### config.mk
export PLATFORM = sky130hd
export DESIGN_NAME = spc_channel
export DESIGN_NICKNAME = d
export VERILOG_FILES = /design/src/spc_pkg.sv /design/src/spc_fifo.sv /design/src/spc_channel.sv
export SDC_FILE = /design/constraint.sdc
export NUM_CORES = 1
export LEC_CHECK = 0
export BUFFER_PORTS_ARGS = -buffer_cell sky130_fd_sc_hd__buf_2
export CORE_MARGIN = 3
export CORE_UTILIZATION = 35
export CTS_CLUSTER_SIZE = 28
export DETAILED_ROUTE_END_ITERATION = 6
export PLACE_DENSITY = 0.6
export SETUP_SLACK_MARGIN = 0.5
export SYNTH_ARGS = -nofsm -noshare
export SYNTH_HDL_FRONTEND = slang
export SYNTH_SLANG_ARGS = --single-unit
### constraint.sdc
create_clock -name clk -period 17.5 [get_ports clk]
set_input_delay 2.625 -clock clk [delete_from_list [all_inputs] [get_ports clk]]
set_output_delay 2.625 -clock clk [all_outputs]
set_load 0.005 [all_outputs]
### src/spc_pkg.sv
package spc_pkg;

  // Word lengths, expressed as the last bit index of a word.
  localparam logic [3:0] LAST10    = 4'h9;
  localparam logic [3:0] LAST8     = 4'h7;
  // Bit index that follows the seventh bit of a comma.
  localparam logic [3:0] COMMA_IDX = 4'h7;
  localparam logic [3:0] CNT_RST   = 4'h0;
  localparam logic [6:0] COMMA_POS = 7'h1F;
  localparam logic [6:0] COMMA_NEG = 7'h60;
  localparam logic [7:0] SKIP_BYTE = 8'h1C;
  localparam logic [7:0] IDLE_BYTE = 8'hBC;
  localparam logic [4:0] K28       = 5'h1C;
  localparam logic [5:0] K28_6B    = 6'h0F;
  localparam logic [3:0] ALT7_4B   = 4'h7;
  localparam logic [9:0] RAW_IDLE  = 10'h000;
  localparam logic       RD_RST    = 1'b0;
  localparam int         FIFO_DEPTH = 16;

  // Six-bit sub-blocks for negative running disparity, index is the 5-bit value.
  localparam logic [5:0] T6 [32] = '{
    6'h27, 6'h1D, 6'h2D, 6'h31, 6'h35, 6'h29, 6'h19, 6'h38,
    6'h39, 6'h25, 6'h15, 6'h34, 6'h0D, 6'h2C, 6'h1C, 6'h17,
    6'h1B, 6'h23, 6'h13, 6'h32, 6'h0B, 6'h2A, 6'h1A, 6'h3A,
    6'h33, 6'h26, 6'h16, 6'h36, 6'h0E, 6'h2E, 6'h1E, 6'h2B};
  // Four-bit sub-blocks for negative running disparity, index is the 3-bit value.
  localparam logic [3:0] T4 [8] = '{
    4'hB, 4'h9, 4'h5, 4'hC, 4'hD, 4'hA, 4'h6, 4'hE};

  typedef struct packed {
    logic       bypass;
    logic       halfRate;
    logic       rxInvert;
    logic       txInvert;
    logic       eightBit;
    logic       alignEn;
    logic [4:0] skipLow;
    logic [4:0] skipHigh;
  } spc_cfg_t;

  typedef struct packed {
    logic       k;
    logic       codeErr;
    logic       dispErr;
    logic [9:0] data;
  } spc_sym_t;

  typedef struct packed {
    logic [1:0]  k;
    logic [19:0] data;
  } spc_tx_t;

  typedef struct packed {
    logic [1:0]  k;
    logic [1:0]  codeErr;
    logic [1:0]  dispErr;
    logic [19:0] data;
  } spc_rx_t;

endpackage

### src/spc_fifo.sv
`timescale 1ns/1ps
`default_nettype none
module spc_fifo #(
  parameter int W     = 13,
  parameter int DEPTH = spc_pkg::FIFO_DEPTH
) (
  input  wire logic                   clk,
  input  wire logic                   sys_rst,
  input  wire logic                   wrValid,
  output logic                        wrReady,
  input  wire logic [W-1:0]           wrData,
  output logic                        rdValid,
  input  wire logic                   rdReady,
  output logic [W-1:0]                rdData,
  output logic [$clog2(DEPTH):0]      level
);
  localparam int AW = $clog2(DEPTH);

  logic [W-1:0] mem [DEPTH];
  logic [AW:0]  wp_r, wp_nxt;
  logic [AW:0]  rp_r, rp_nxt;
  logic [AW:0]  memCnt;
  logic         oV_r, oV_nxt;
  logic [W-1:0] oD_r, oD_nxt;
  logic         push;
  logic         pop;

  //////////////////////////////////////////////////////////////////////////////
  // Pointer and output-register next state; the read data always come from oD_r.
  always_comb begin
    memCnt  = wp_r - rp_r;
    wrReady = (memCnt != (AW+1)'(DEPTH));
    push    = wrValid && wrReady;
    pop     = (memCnt != '0) && (!oV_r || rdReady);
    wp_nxt  = push ? wp_r + 1'b1 : wp_r;
    rp_nxt  = pop ? rp_r + 1'b1 : rp_r;
    oV_nxt  = oV_r && !rdReady;
    oD_nxt  = oD_r;
    if (pop) begin
      oV_nxt = 1'b1;
      oD_nxt = mem[rp_r[AW-1:0]];
    end
    level   = memCnt + {{AW{1'b0}}, oV_r};
    rdValid = oV_r;
    rdData  = oD_r;
  end

  // Storage has no reset; only the pointers, the valid flag and oD_r get one.
  always_ff @(posedge clk) begin
    if (push) begin
      mem[wp_r[AW-1:0]] <= wrData;
    end
  end

  always_ff @(posedge clk) begin
    if (sys_rst) begin
      wp_r <= '0;
      rp_r <= '0;
      oV_r <= 1'b0;
      oD_r <= '0;
    end else begin
      wp_r <= wp_nxt;
      rp_r <= rp_nxt;
      oV_r <= oV_nxt;
      oD_r <= oD_nxt;
    end
  end

endmodule
`default_nettype wire

### src/spc_channel.sv
`timescale 1ns/1ps
`default_nettype none
// Functional notes
// - Recover serial bits, deserialize into 8/10-bit words.
// - Serialize 8/10-bit words onto transmit line.
// - Provide receive and transmit word clocks.
// - Receive order: polarity, align, decode, compensation.
// - Receive words cross to core through FIFO.
// - Transmit: encode, then polarity, then serialize.
// - Bypass passes raw words without coding.
// - Half rate pairs two words per transfer.
// - Bit slip shifts word boundary one bit.
module spc_channel #(
  parameter int DEPTH = spc_pkg::FIFO_DEPTH
) (
  input  wire logic              clk,
  input  wire logic              sys_rst,
  input  wire spc_pkg::spc_cfg_t cfg,
  input  wire logic              rxSerial,
  input  wire logic              rxSlip,
  input  wire logic              rxReady,
  output var  spc_pkg::spc_rx_t  rxOut,
  output logic                   rxValid,
  output logic                   rxAligned,
  output logic                   rxOverflow,
  output logic                   rxWordTick,
  input  wire spc_pkg::spc_tx_t  txIn,
  input  wire logic              txValid,
  output logic                   txReady,
  output logic                   txSerial,
  output logic                   txWordTick
);
  localparam int LVW = $clog2(DEPTH) + 1;
  localparam int SW  = $bits(spc_pkg::spc_sym_t);

  // Returns {rd, code}; only K28.y control symbols are encodable.
  function automatic logic [10:0] spcEnc(input logic [7:0] d, input logic k,
                                         input logic rd);
    logic [5:0] s6;
    logic [3:0] s4;
    logic       r;
    logic       alt;
    s6 = k ? spc_pkg::K28_6B : spc_pkg::T6[d[4:0]];
    r  = rd;
    if ($countones(s6) != 3 || d[4:0] == 5'h07) begin
      if (r) s6 = ~s6;
      if ($countones(s6) != 3) r = ~r;
    end
    alt = (d[7:5] == 3'h7) && (k || (!r && (d[4:0] == 5'h11 || d[4:0] == 5'h12
          || d[4:0] == 5'h14)) || (r && (d[4:0] == 5'h0B || d[4:0] == 5'h0D
          || d[4:0] == 5'h0E)));
    s4 = alt ? spc_pkg::ALT7_4B : spc_pkg::T4[d[7:5]];
    if ($countones(s4) != 2 || d[7:5] == 3'h3) begin
      if (r) s4 = ~s4;
      if ($countones(s4) != 2) r = ~r;
    end else if (k && !r) begin
      s4 = ~s4;
    end
    return {r, s6, s4};
  endfunction

  // Returns {rd, k, codeErr, dispErr, byte}.
  function automatic logic [11:0] spcDec(input logic [9:0] c, input logic rd);
    logic [5:0] s6;
    logic [3:0] s4;
    logic [3:0] cand;
    logic [4:0] x;
    logic [2:0] y;
    logic       h6;
    logic       h4;
    logic       k;
    logic       r6;
    logic       de;
    int         n6;
    int         n4;
    s6 = c[9:4];
    s4 = c[3:0];
    x  = '0;
    y  = '0;
    h6 = 1'b0;
    h4 = 1'b0;
    n6 = $countones(s6);
    n4 = $countones(s4);
    for (int i = 0; i < 32; i++) begin
      if (s6 == spc_pkg::T6[i] || (s6 == ~spc_pkg::T6[i]
          && ($countones(spc_pkg::T6[i]) != 3 || i == 7))) begin
        x  = 5'(i);
        h6 = 1'b1;
      end
    end
    k = (s6 == spc_pkg::K28_6B) || (s6 == ~spc_pkg::K28_6B);
    if (k) begin
      x  = spc_pkg::K28;
      h6 = 1'b1;
    end
    de = (n6 > 3 && rd) || (n6 < 3 && !rd);
    r6 = (n6 == 3) ? rd : (n6 > 3);
    for (int j = 0; j < 8; j++) begin
      cand = spc_pkg::T4[j];
      if (($countones(cand) != 2 || j == 3) && r6) cand = ~cand;
      if (k && $countones(cand) == 2 && j != 3 && !r6) cand = ~cand;
      if (s4 == cand) begin
        y  = 3'(j);
        h4 = 1'b1;
      end
    end
    if (s4 == (r6 ? ~spc_pkg::ALT7_4B : spc_pkg::ALT7_4B)) begin
      y  = 3'h7;
      h4 = 1'b1;
    end
    de = de || (n4 > 2 && r6) || (n4 < 2 && !r6);
    return {((n4 == 2) ? r6 : (n4 > 2)), k, !(h6 && h4), de, y, x};
  endfunction

  //////////////////////////////////////////////////////////////////////////////
  // Receive deserializer, polarity select and comma alignment.
  logic [3:0] rxCnt_r, rxCnt_nxt;
  logic [9:0] rxSh_r, rxSh_nxt;
  logic [9:0] rxWord_r, rxWord_nxt;
  logic       rxWordVal_r, rxAligned_r, rxAligned_nxt;
  logic       rxLast, comma, rxStb;

  // Equalization and clock recovery sit in the analog front end; bits arrive one per clk.
  always_comb begin
    rxSh_nxt      = {rxSh_r[8:0], rxSerial ^ cfg.rxInvert};
    rxLast        = rxCnt_r == (cfg.eightBit ? spc_pkg::LAST8 : spc_pkg::LAST10);
    comma         = cfg.alignEn && !cfg.eightBit && (rxSh_nxt[6:0] == spc_pkg::COMMA_POS
                    || rxSh_nxt[6:0] == spc_pkg::COMMA_NEG);
    rxStb         = rxLast && !comma && !rxSlip;
    rxCnt_nxt     = comma ? spc_pkg::COMMA_IDX : rxSlip ? rxCnt_r :
                    rxLast ? spc_pkg::CNT_RST : rxCnt_r + 4'h1;
    rxAligned_nxt = comma || (rxAligned_r && !rxSlip);
    rxWord_nxt    = rxWord_r;
    if (rxStb) begin
      rxWord_nxt = cfg.eightBit ? {2'b00, rxSh_nxt[7:0]} : rxSh_nxt;
    end
  end

  always_ff @(posedge clk) begin
    if (sys_rst) begin
      rxCnt_r     <= spc_pkg::CNT_RST;
      rxSh_r      <= '0;
      rxWord_r    <= '0;
      rxWordVal_r <= 1'b0;
      rxAligned_r <= 1'b0;
    end else begin
      rxCnt_r     <= rxCnt_nxt;
      rxSh_r      <= rxSh_nxt;
      rxWord_r    <= rxWord_nxt;
      rxWordVal_r <= rxStb;
      rxAligned_r <= rxAligned_nxt;
    end
  end

  //////////////////////////////////////////////////////////////////////////////
  // Decode stage with running disparity; bypass and 8-bit words pass untouched.
  spc_pkg::spc_sym_t sym_r, sym_nxt;
  logic              symVal_r;
  logic              rxRd_r, rxRd_nxt;
  logic [11:0]       dec;

  always_comb begin
    dec      = spcDec(rxWord_r, rxRd_r);
    sym_nxt  = sym_r;
    rxRd_nxt = rxRd_r;
    if (rxWordVal_r) begin
      if (cfg.bypass || cfg.eightBit) begin
        sym_nxt = '{k: 1'b0, codeErr: 1'b0, dispErr: 1'b0, data: rxWord_r};
      end else begin
        sym_nxt  = '{k: dec[10], codeErr: dec[9], dispErr: dec[8],
                     data: {2'b00, dec[7:0]}};
        rxRd_nxt = dec[11];
      end
    end
  end

  always_ff @(posedge clk) begin
    if (sys_rst) begin
      sym_r    <= '0;
      symVal_r <= 1'b0;
      rxRd_r   <= spc_pkg::RD_RST;
    end else begin
      sym_r    <= sym_nxt;
      symVal_r <= rxWordVal_r;
      rxRd_r   <= rxRd_nxt;
    end
  end

  //////////////////////////////////////////////////////////////////////////////
  // Clock tolerance compensation in front of the FIFO.
  logic               isSkip, dropSkip, fifoWrValid, fifoWrReady;
  logic               insert_r, insert_nxt, rxOvf_r, rxOvf_nxt;
  spc_pkg::spc_sym_t  fifoWrData, fifoRdData;
  logic               fifoRdValid, fifoRdReady;
  logic [LVW-1:0]     level;

  // The serial line cannot be stalled, so a write the FIFO refuses is lost and latched.
  always_comb begin
    isSkip      = symVal_r && sym_r.k && !cfg.bypass && sym_r.data[7:0] == spc_pkg::SKIP_BYTE;
    dropSkip    = isSkip && (level >= LVW'(cfg.skipHigh));
    insert_nxt  = isSkip && !dropSkip && (level < LVW'(cfg.skipLow));
    fifoWrValid = (symVal_r && !dropSkip) || insert_r;
    fifoWrData  = sym_r; // A duplicated skip is simply the held symbol again.
    rxOvf_nxt   = rxOvf_r || (fifoWrValid && !fifoWrReady);
  end

  always_ff @(posedge clk) begin
    if (sys_rst) begin
      insert_r <= 1'b0;
      rxOvf_r  <= 1'b0;
    end else begin
      insert_r <= insert_nxt;
      rxOvf_r  <= rxOvf_nxt;
    end
  end

  spc_fifo #(.W(SW), .DEPTH(DEPTH)) u_fifo (
    .clk     (clk),
    .sys_rst (sys_rst),
    .wrValid (fifoWrValid),
    .wrReady (fifoWrReady),
    .wrData  (fifoWrData),
    .rdValid (fifoRdValid),
    .rdReady (fifoRdReady),
    .rdData  (fifoRdData),
    .level   (level)
  );

  //////////////////////////////////////////////////////////////////////////////
  // Core-side output register, pairing two words in half-rate mode.
  spc_pkg::spc_rx_t out_r, out_nxt;
  logic             outV_r, outV_nxt, lane_r, lane_nxt;

  always_comb begin
    fifoRdReady = !outV_r || rxReady;
    out_nxt     = out_r;
    outV_nxt    = outV_r && !rxReady;
    lane_nxt    = lane_r;
    if (fifoRdValid && fifoRdReady) begin
      if (cfg.halfRate && lane_r) begin
        out_nxt.data[19:10] = fifoRdData.data;
        out_nxt.k[1]        = fifoRdData.k;
        out_nxt.codeErr[1]  = fifoRdData.codeErr;
        out_nxt.dispErr[1]  = fifoRdData.dispErr;
        outV_nxt            = 1'b1;
        lane_nxt            = 1'b0;
      end else begin
        out_nxt            = '0;
        out_nxt.data[9:0]  = fifoRdData.data;
        out_nxt.k[0]       = fifoRdData.k;
        out_nxt.codeErr[0] = fifoRdData.codeErr;
        out_nxt.dispErr[0] = fifoRdData.dispErr;
        outV_nxt           = !cfg.halfRate;
        lane_nxt           = cfg.halfRate;
      end
    end
  end

  always_ff @(posedge clk) begin
    if (sys_rst) begin
      out_r  <= '0;
      outV_r <= 1'b0;
      lane_r <= 1'b0;
    end else begin
      out_r  <= out_nxt;
      outV_r <= outV_nxt;
      lane_r <= lane_nxt;
    end
  end

  //////////////////////////////////////////////////////////////////////////////
  // Transmit path: hold register, encoder, polarity, serializer.
  spc_pkg::spc_tx_t hold_r, hold_nxt;
  logic             holdV_r, holdV_nxt, txLane_r, txLane_nxt, txRd_r, txRd_nxt;
  logic [3:0]       txCnt_r, txCnt_nxt;
  logic [9:0]       txSh_r, txSh_nxt, raw, word;
  logic [10:0]      enc;
  logic             txLast, txRdy_r, txTick_r, kSel, accept;

  // With nothing held the coded line carries idle commas so the far end stays aligned; bypass sends RAW_IDLE, 8-bit mode the raw idle byte.
  always_comb begin
    txLast     = txCnt_r == (cfg.eightBit ? spc_pkg::LAST8 : spc_pkg::LAST10);
    txCnt_nxt  = txLast ? spc_pkg::CNT_RST : txCnt_r + 4'h1;
    txSh_nxt   = {txSh_r[8:0], 1'b0};
    accept     = txValid && txRdy_r;
    hold_nxt   = accept ? txIn : hold_r;
    holdV_nxt  = holdV_r || accept;
    txLane_nxt = txLane_r;
    txRd_nxt   = txRd_r;
    raw        = txLane_r ? hold_r.data[19:10] : hold_r.data[9:0];
    kSel       = txLane_r ? hold_r.k[1] : hold_r.k[0];
    if (!holdV_r) begin
      raw  = cfg.bypass ? spc_pkg::RAW_IDLE : {2'b00, spc_pkg::IDLE_BYTE};
      kSel = 1'b1;
    end
    enc  = spcEnc(raw[7:0], kSel, txRd_r);
    word = ((cfg.bypass || cfg.eightBit) ? raw : enc[9:0]) ^ {10{cfg.txInvert}};
    if (txLast) begin
      txSh_nxt = cfg.eightBit ? {word[7:0], 2'b00} : word;
      if (!(cfg.bypass || cfg.eightBit)) txRd_nxt = enc[10];
      if (holdV_r) begin
        txLane_nxt = cfg.halfRate && !txLane_r;
        holdV_nxt  = cfg.halfRate && !txLane_r;
      end
    end
  end

  always_ff @(posedge clk) begin
    if (sys_rst) begin
      hold_r   <= '0;
      holdV_r  <= 1'b0;
      txLane_r <= 1'b0;
      txRd_r   <= spc_pkg::RD_RST;
      txCnt_r  <= spc_pkg::CNT_RST;
      txSh_r   <= '0;
      txRdy_r  <= 1'b0;
      txTick_r <= 1'b0;
    end else begin
      hold_r   <= hold_nxt;
      holdV_r  <= holdV_nxt;
      txLane_r <= txLane_nxt;
      txRd_r   <= txRd_nxt;
      txCnt_r  <= txCnt_nxt;
      txSh_r   <= txSh_nxt;
      txRdy_r  <= !holdV_nxt;
      txTick_r <= txLast;
    end
  end

  assign rxOut      = out_r;
  assign rxValid    = outV_r;
  assign rxAligned  = rxAligned_r;
  assign rxOverflow = rxOvf_r;
  assign rxWordTick = rxWordVal_r;
  assign txReady    = txRdy_r;
  assign txSerial   = txSh_r[9];
  assign txWordTick = txTick_r;
endmodule
`default_nettype wire

# After elaboration in Yosys (flattened, before gate mapping)
# Memories as Yosys holds them, arrays and structs flattened. A register that Yosys moved wholly into a read port is not among the register bits.
# Cells that the tools add are included.
[word_totals]
ramBits = 208
reg_bits = 122
latch_bits = 0
word_cells = 418
output_inout_bits = 33
in_bits = 44
mem_count = 3
romBits = 224
[mem_list]
columns = ["name", "depth", "word_bits", "read_ports", "rd_clocked_by_memory_dff", "write_ports", "line_no", "rtl"]
rows = [
  ["u_fifo.mem", 16, 13, 1, 1, 1, "spc_fifo.sv:19", "logic [W-1:0] mem [DEPTH];"],
  ["(no name shown)", 32, 6, 1, 0, 0, "spc_channel.sv:43", "s6 = k ? spc_pkg::K28_6B : spc_pkg::T6[d[4:0]];"],
  ["(no name shown)", 8, 4, 1, 0, 0, "spc_channel.sv:52", "s4 = alt ? spc_pkg::ALT7_4B : spc_pkg::T4[d[7:5]];"],
]
[op_classes]
eq_ne = 82
muxes = 139
shifts = 0
bitwise = 14
n_addsub = 39
reduce_logical = 96
multipliers = 0
order_cmp = 8
n_div = 0
[ops]
columns = ["operator", "count"]
rows = [
  ["== test 6 bit (second input constant)", 24],
  ["two-way mux 4 bit", 29],
  ["two-way mux 5 bit", 17],
  ["== test 6 x 5 -> 1 bit (second input constant)", 14],
  ["two-way mux 10 bit", 7],
  ["two-way mux 1 bit", 63],
  ["== test 4 bit", 11],
  ["adder 1 x 1 -> 2 bit", 21],
  ["== test 6 x 4 -> 1 bit (second input constant)", 7],
  ["two-way mux 3 bit", 13],
  ["logical AND 1 bit", 37],
  ["two-way mux 6 bit", 6],
  ["logical OR 1 bit", 34],
  ["adder 2 x 2 -> 3 bit", 9],
  ["== test 6 x 3 -> 1 bit (second input constant)", 3],
  ["zero test 1 bit", 17],
  ["inverter 4 bit", 4],
  ["== test 3 x 2 -> 1 bit (second input constant)", 5],
  ["== test 5 x 4 -> 1 bit (second input constant)", 3],
  ["== test 5 bit (second input constant)", 3],
  ["two-way mux 13 bit", 1],
  ["adder 3 x 2 -> 4 bit", 3],
  ["adder 5 x 1 -> 5 bit (second input constant)", 2],
  ["XOR 10 bit", 1],
  ["other kinds (32)", 44],
]

# Logic depth before layout (Yosys ltp)
[logic_depth]
depth_word = 38
mapped_depth = 40
depth_no_buf = 37

# Modules after synthesis
# A second synthesis with hierarchy kept.
[unflattened]
hier_cells = 1483
area_unflattened_um2 = 16791.1
[modules_own_cells]
columns = ["module", "seq_area_each_um2", "instances", "area_each_um2", "cells_per_inst"]
rows = [
  ["spc_fifo", 6726.5, 1, 9301.4, 516],
  ["spc_channel", 2222.1, 1, 7489.7, 967],
]

# Least setup slack after synthesis
# No wires, ideal clock.
[synth_path]
path_type = "input to register"
start = "in cfg[15] (netlist name)"
end = "reg txSh_r[2]"
arrival_time_ns = 9.040
t_required_ns = 17.375
path_buffers = 3
stages = 36
setup_slack_ns = 8.335
setup_ns = 0.125
cell_sequence = "nor2b_1 -> buf_2 -> a21oi_2 -> buf_4 -> maj3_1 -> nand3_1 -> nand2_1 -> nor2_1 -> xor2_1 -> fa_1 -> inv_1 -> fa_1 -> inv_1 -> ha_1 -> inv_1 -> fa_1 -> nand3b_1 -> nand3_1 -> o21ai_0 -> or2_1 -> buf_2 -> o31a_1 -> nand2_1 -> inv_1 -> fa_1 -> inv_1 -> ha_1 -> ha_1 -> nor2_1 -> nand2_1 -> or3_1 -> a2111oi_0 -> a2111oi_0 -> a21oi_1 -> xor2_1 -> o21ai_0"
[synth_between]
elab_chain_cells = 31
word_cells_on_any_way = 65
cone_classes = "add/sub: 13; eq/ne: 12; mux: 19; bitwise: 5; reduce/logical: 14; memory: 2"
[synth_lines]
columns = ["item", "line_no", "rtl"]
rows = [
  ["from (decl)", "spc_channel.sv:18", "input wire spc_pkg::spc_cfg_t cfg,"],
  ["two-way mux 8 bit", "spc_channel.sv:293", "raw = cfg.bypass ? spc_pkg::RAW_IDLE : {2'b00, spc_pkg::IDLE_BYTE};"],
  ["two-way mux 10 bit", "spc_channel.sv:292", "if (!holdV_r) begin"],
  ["inverter 5 -> 6 bit (implied by the code)", "spc_channel.sv:43", ""],
  ["memory read (32 x 6 bit)", "-", ""],
  ["two-way mux 6 bit (implied by the code) (2 in a row)", "spc_channel.sv:43", ""],
  ["two-way mux 6 bit", "spc_channel.sv:43", ""],
  ["inverter 6 bit", "spc_channel.sv:46", "if (r) s6 = ~s6;"],
  ["two-way mux 6 bit", "spc_channel.sv:46", ""],
  ["[14 not listed]", "-", ""],
  ["adder 2 x 2 -> 3 bit (implied by the code)", "spc_channel.sv:53", "if ($countones(s4) != 2 || d[7:5] == 3'h3) begin"],
  ["!= test 3 x 2 -> 1 bit", "spc_channel.sv:53", ""],
  ["logical OR 1 bit", "spc_channel.sv:53", ""],
  ["two-way mux 4 bit", "spc_channel.sv:53", ""],
  ["two-way mux 10 bit (*)", "spc_channel.sv:297", "word = ((cfg.bypass || cfg.eightBit) ? raw : enc[9:0]) ^ {10{cfg.txInvert}};"],
  ["XOR 10 bit (*)", "spc_channel.sv:297", ""],
  ["two-way mux 10 bit (*)", "spc_channel.sv:299", "txSh_nxt = cfg.eightBit ? {word[7:0], 2'b00} : word;"],
  ["two-way mux 10 bit (*)", "spc_channel.sv:298", "if (txLast) begin"],
  ["to (signal assigned)", "spc_channel.sv:324", "txSh_r <= txSh_nxt;"],
  ["to (decl)", "spc_channel.sv:276", "logic [9:0] txSh_r, txSh_nxt, raw, word;"],
]
# Mark *: on every way between the ends. The rest lies on a longest branch, timed or not. The select of a mux whose other input is x is not followed.
# A chain may end at the register's enable or synchronous reset.

# Worst setup path after layout
# Ends and elaborated chain as after synthesis.

==> run metrics <==
Core Area 46800 sq um; critical-path maximum fanout 17; top cells by area, synth edfxtp_1 38%, dfxtp_1 16%, mux4_2 6.8%, nand2_1 3.5%, a21oi_1 3.3%; PwrDens 112 nW/um^2; chip height 224 um; Fmax 101 MHz; CP most frequent cell inv_1; Hold Buf Count CTS 0; Sink Count 343; Max-slew headroom 0.141; largest family of logic cells by synthesized area simple AND/OR/NAND/NOR gates; layout cells sized above 1 0.160; RePlAce Congestion 0.854; postcts setup bufs 0; H-tree levels 2; crit-path max cell delay 0.60 ns; Final setup viols 0; via count 11.5k; TritonRoute pass-1 iters 5; CP Launch Type input port; PostCTS Resize Cnt 0; synth-to-layout area growth 13.1%; asr flop ratio synth 0; mux cell area share after synthesis 0.105; Period minus WS final 9.88 ns; global-route met2 utilization 0.278; final setup margin 7.62 ns; post-synthesis simple-gate area fraction 0.132; Crit. End Element flop; Final Hold Viols 0; hold depth 2; CTS tree done; register area share after synthesis 0.538; Ys Warns 0; grt peak-use layer met2; Final Max Slew Viols 0; clk buf depth 3; maximum vdd ir drop 0.0704 mV; HPWL Detailed 26900 um; Static Leak 6.59 nW; Tcrit/Tclk final 0.565; I/O pin total 77; dpl cells 2060; GRT Overall Usage 0.160; initial core utilization 0.356; fin nets 1590; remaining global-route overflow 0; CP max stage cell nor2b_1; Main synth FF type edfxtp_1; GRT met3 Usage 0.0257; Worst Max-Slew Pin Slew 1.28 ns; Final Instance Count excl. Fillers 2126; commonest non-fill, non-tap cells in the layout 208 x edfxtp_1, 155 x nand2_1, 133 x dfxtp_1; Netlist cell types 87; largest net degree at the start of global routing 81; Die ar. 50200 sq um; Post-Synth Adder-Cell Area 0.0498; status finished clean; Place WS 7.10 ns; register bit total from synthesis 343; Root Buffer clkbuf_16; Worst Path Arrival 10.29 ns; Port Buf Inserts 76; Pwr Total 2.10 mW; Mean Syn Cell Area 11.5 sq um; commonest non-fill, non-tap cell in the layout edfxtp_1; CP top delay family adder cells; WL per Instance 19.3 um; final WL 40900 um; Clk Latency, worst-skew pair 0.53 ns; TNS Setup 0 ns; initial antenna violation count 2; Critical Path Stages 34; Post-route DRC 0; Chip Width 224 um; num rows 79; R2R depth 36; first-pass GRT wire length 64300 um; grt met1 use 0.209; max-cap viol count 0; unrepaired setup endpoints after global routing no; post-synthesis instance area 16600 sq um; skew final 0.0179 ns; area leader, netlist edfxtp_1; Critical Path RT 17.91 ns; WS Path Type in -> reg; number of DRC markers in iteration 0 973; Worst-path clk slew 0.06 ns; EDFF count, synth 208; Vias/cell 5.42; Synth top area share 0.376; worst hold path class reg -> reg; Post-Syn Nets 1547; complex-gate fraction of the synthesized area 0.119; Buf/Inv on CP 6; Synth Area in XOR/XNOR 0.0226; Final ANT Viol Nets 0; post-synthesis cell count 1447; number of global-route vias before repair 11.3k; Num CTS Buffers 35
-- worst paths after layout --
check	from	to	slack, ns
setup / recovery	cfg[15]	txSh_r[2]$_SDFF_PP0_	7.62
hold / removal	txSh_r[1]$_SDFF_PP0_	txSh_r[2]$_SDFF_PP0_	0.43
setup reg to reg	txLane_r$_SDFFE_PP0P_	txSh_r[2]$_SDFF_PP0_	9.07
hold reg to reg	txSh_r[1]$_SDFF_PP0_	txSh_r[2]$_SDFF_PP0_	0.43
-- registers in the layout, summed over array words and instances, names as in the netlist, 4 cells and up --
register,cells
txSh_r,10
txCnt_r,4
rxWord_r,10
u_fifo.wp_r,5
hold_r,22
rxOut,26
u_fifo.rp_r,5
u_fifo.rdData,13
rxSh_r,9
rxCnt_r,4
u_fifo.mem,208
fifoWrData,13
-- through the flow --
stage	hold slack, ns	util	cell area [sq um]
2_1_floorplan	0.401	-	16600
3_3_place_gp	0.417	0.379	17700
3_5_place_dp	0.417	0.379	17700
4_1_cts	0.430	0.402	18800
5_1_grt	0.468	0.402	18800
6_report	0.427	0.402	18800
-- layout make-up --
class                      count  area (sq um)
fill                        4422         27900
sequential                   343          8950
multi-input combinational    962          7280
clock buffer                  44           920
tap                          607           759
timing repair buffer          91           495
inverter                      57           214
clock inverter                20           183
antenna                        2          5.00
-- worst register-to-register path, delay by kind of cell (launching register included) --
kind / cells / cell delay, ns
buf+inv: 8 / 0.96
simple gates: 9 / 2.05
flops: 1 / 0.33
mux: 2 / 0.56
fa+ha+maj: 8 / 2.82
xor+xnor: 1 / 0.16
compound gates: 8 / 1.43
-- kinds of logic after synthesis --
logic type	after synthesis
AOI/OAI and AO/OA	299
xor gates and xnor gates	43
adders and majority gates	59
buffers and inverters	142
DFF	343
muxes	109
and+or+nand+nor	452
-- power breakdown --
part	switching (mW)	internal, mW	total, mW
registers	0.0484	0.877	0.925
clock network	0.313	0.409	0.723
logic	0.231	0.225	0.456
total	0.593	1.51	2.10
-- cells in the mapped netlist, drive strengths merged, types with 4 or more instances --
master	count
o31ai	5
a2111oi	6
nor4	6
clkbuf	61
a31oi	15
o21ai	45
xor2	16
nand2b	25
nand3b	14
a311oi	7
a21oi	111
o211ai	8
xnor2	27
edfxtp	208
or2	5
a211oi	10
nand3	49
o221ai	4
nand2	155
buf	24
mux2	12
clkinv	4
nor2	84
o22ai	6
a221oi	14
nor3b	7
or3b	4
nor2b	26
o22a	8
and2	7
a22oi	9
mux4	50
mux2i	47
nor3	40
a21o	14
and3	10
fa	13
dfxtp	135
ha	43
inv	53
nand4	5
-- per-layer routing --
metal,vias up,share of wire,wire (um)
met2,309,0.50,20300
met3,64,0.050,2040
met5,-,0,0
met1,5690,0.43,17700
met4,0,0.021,869
li1,5462,-,-
Note: power is estimated with default switching activity, not from simulation.
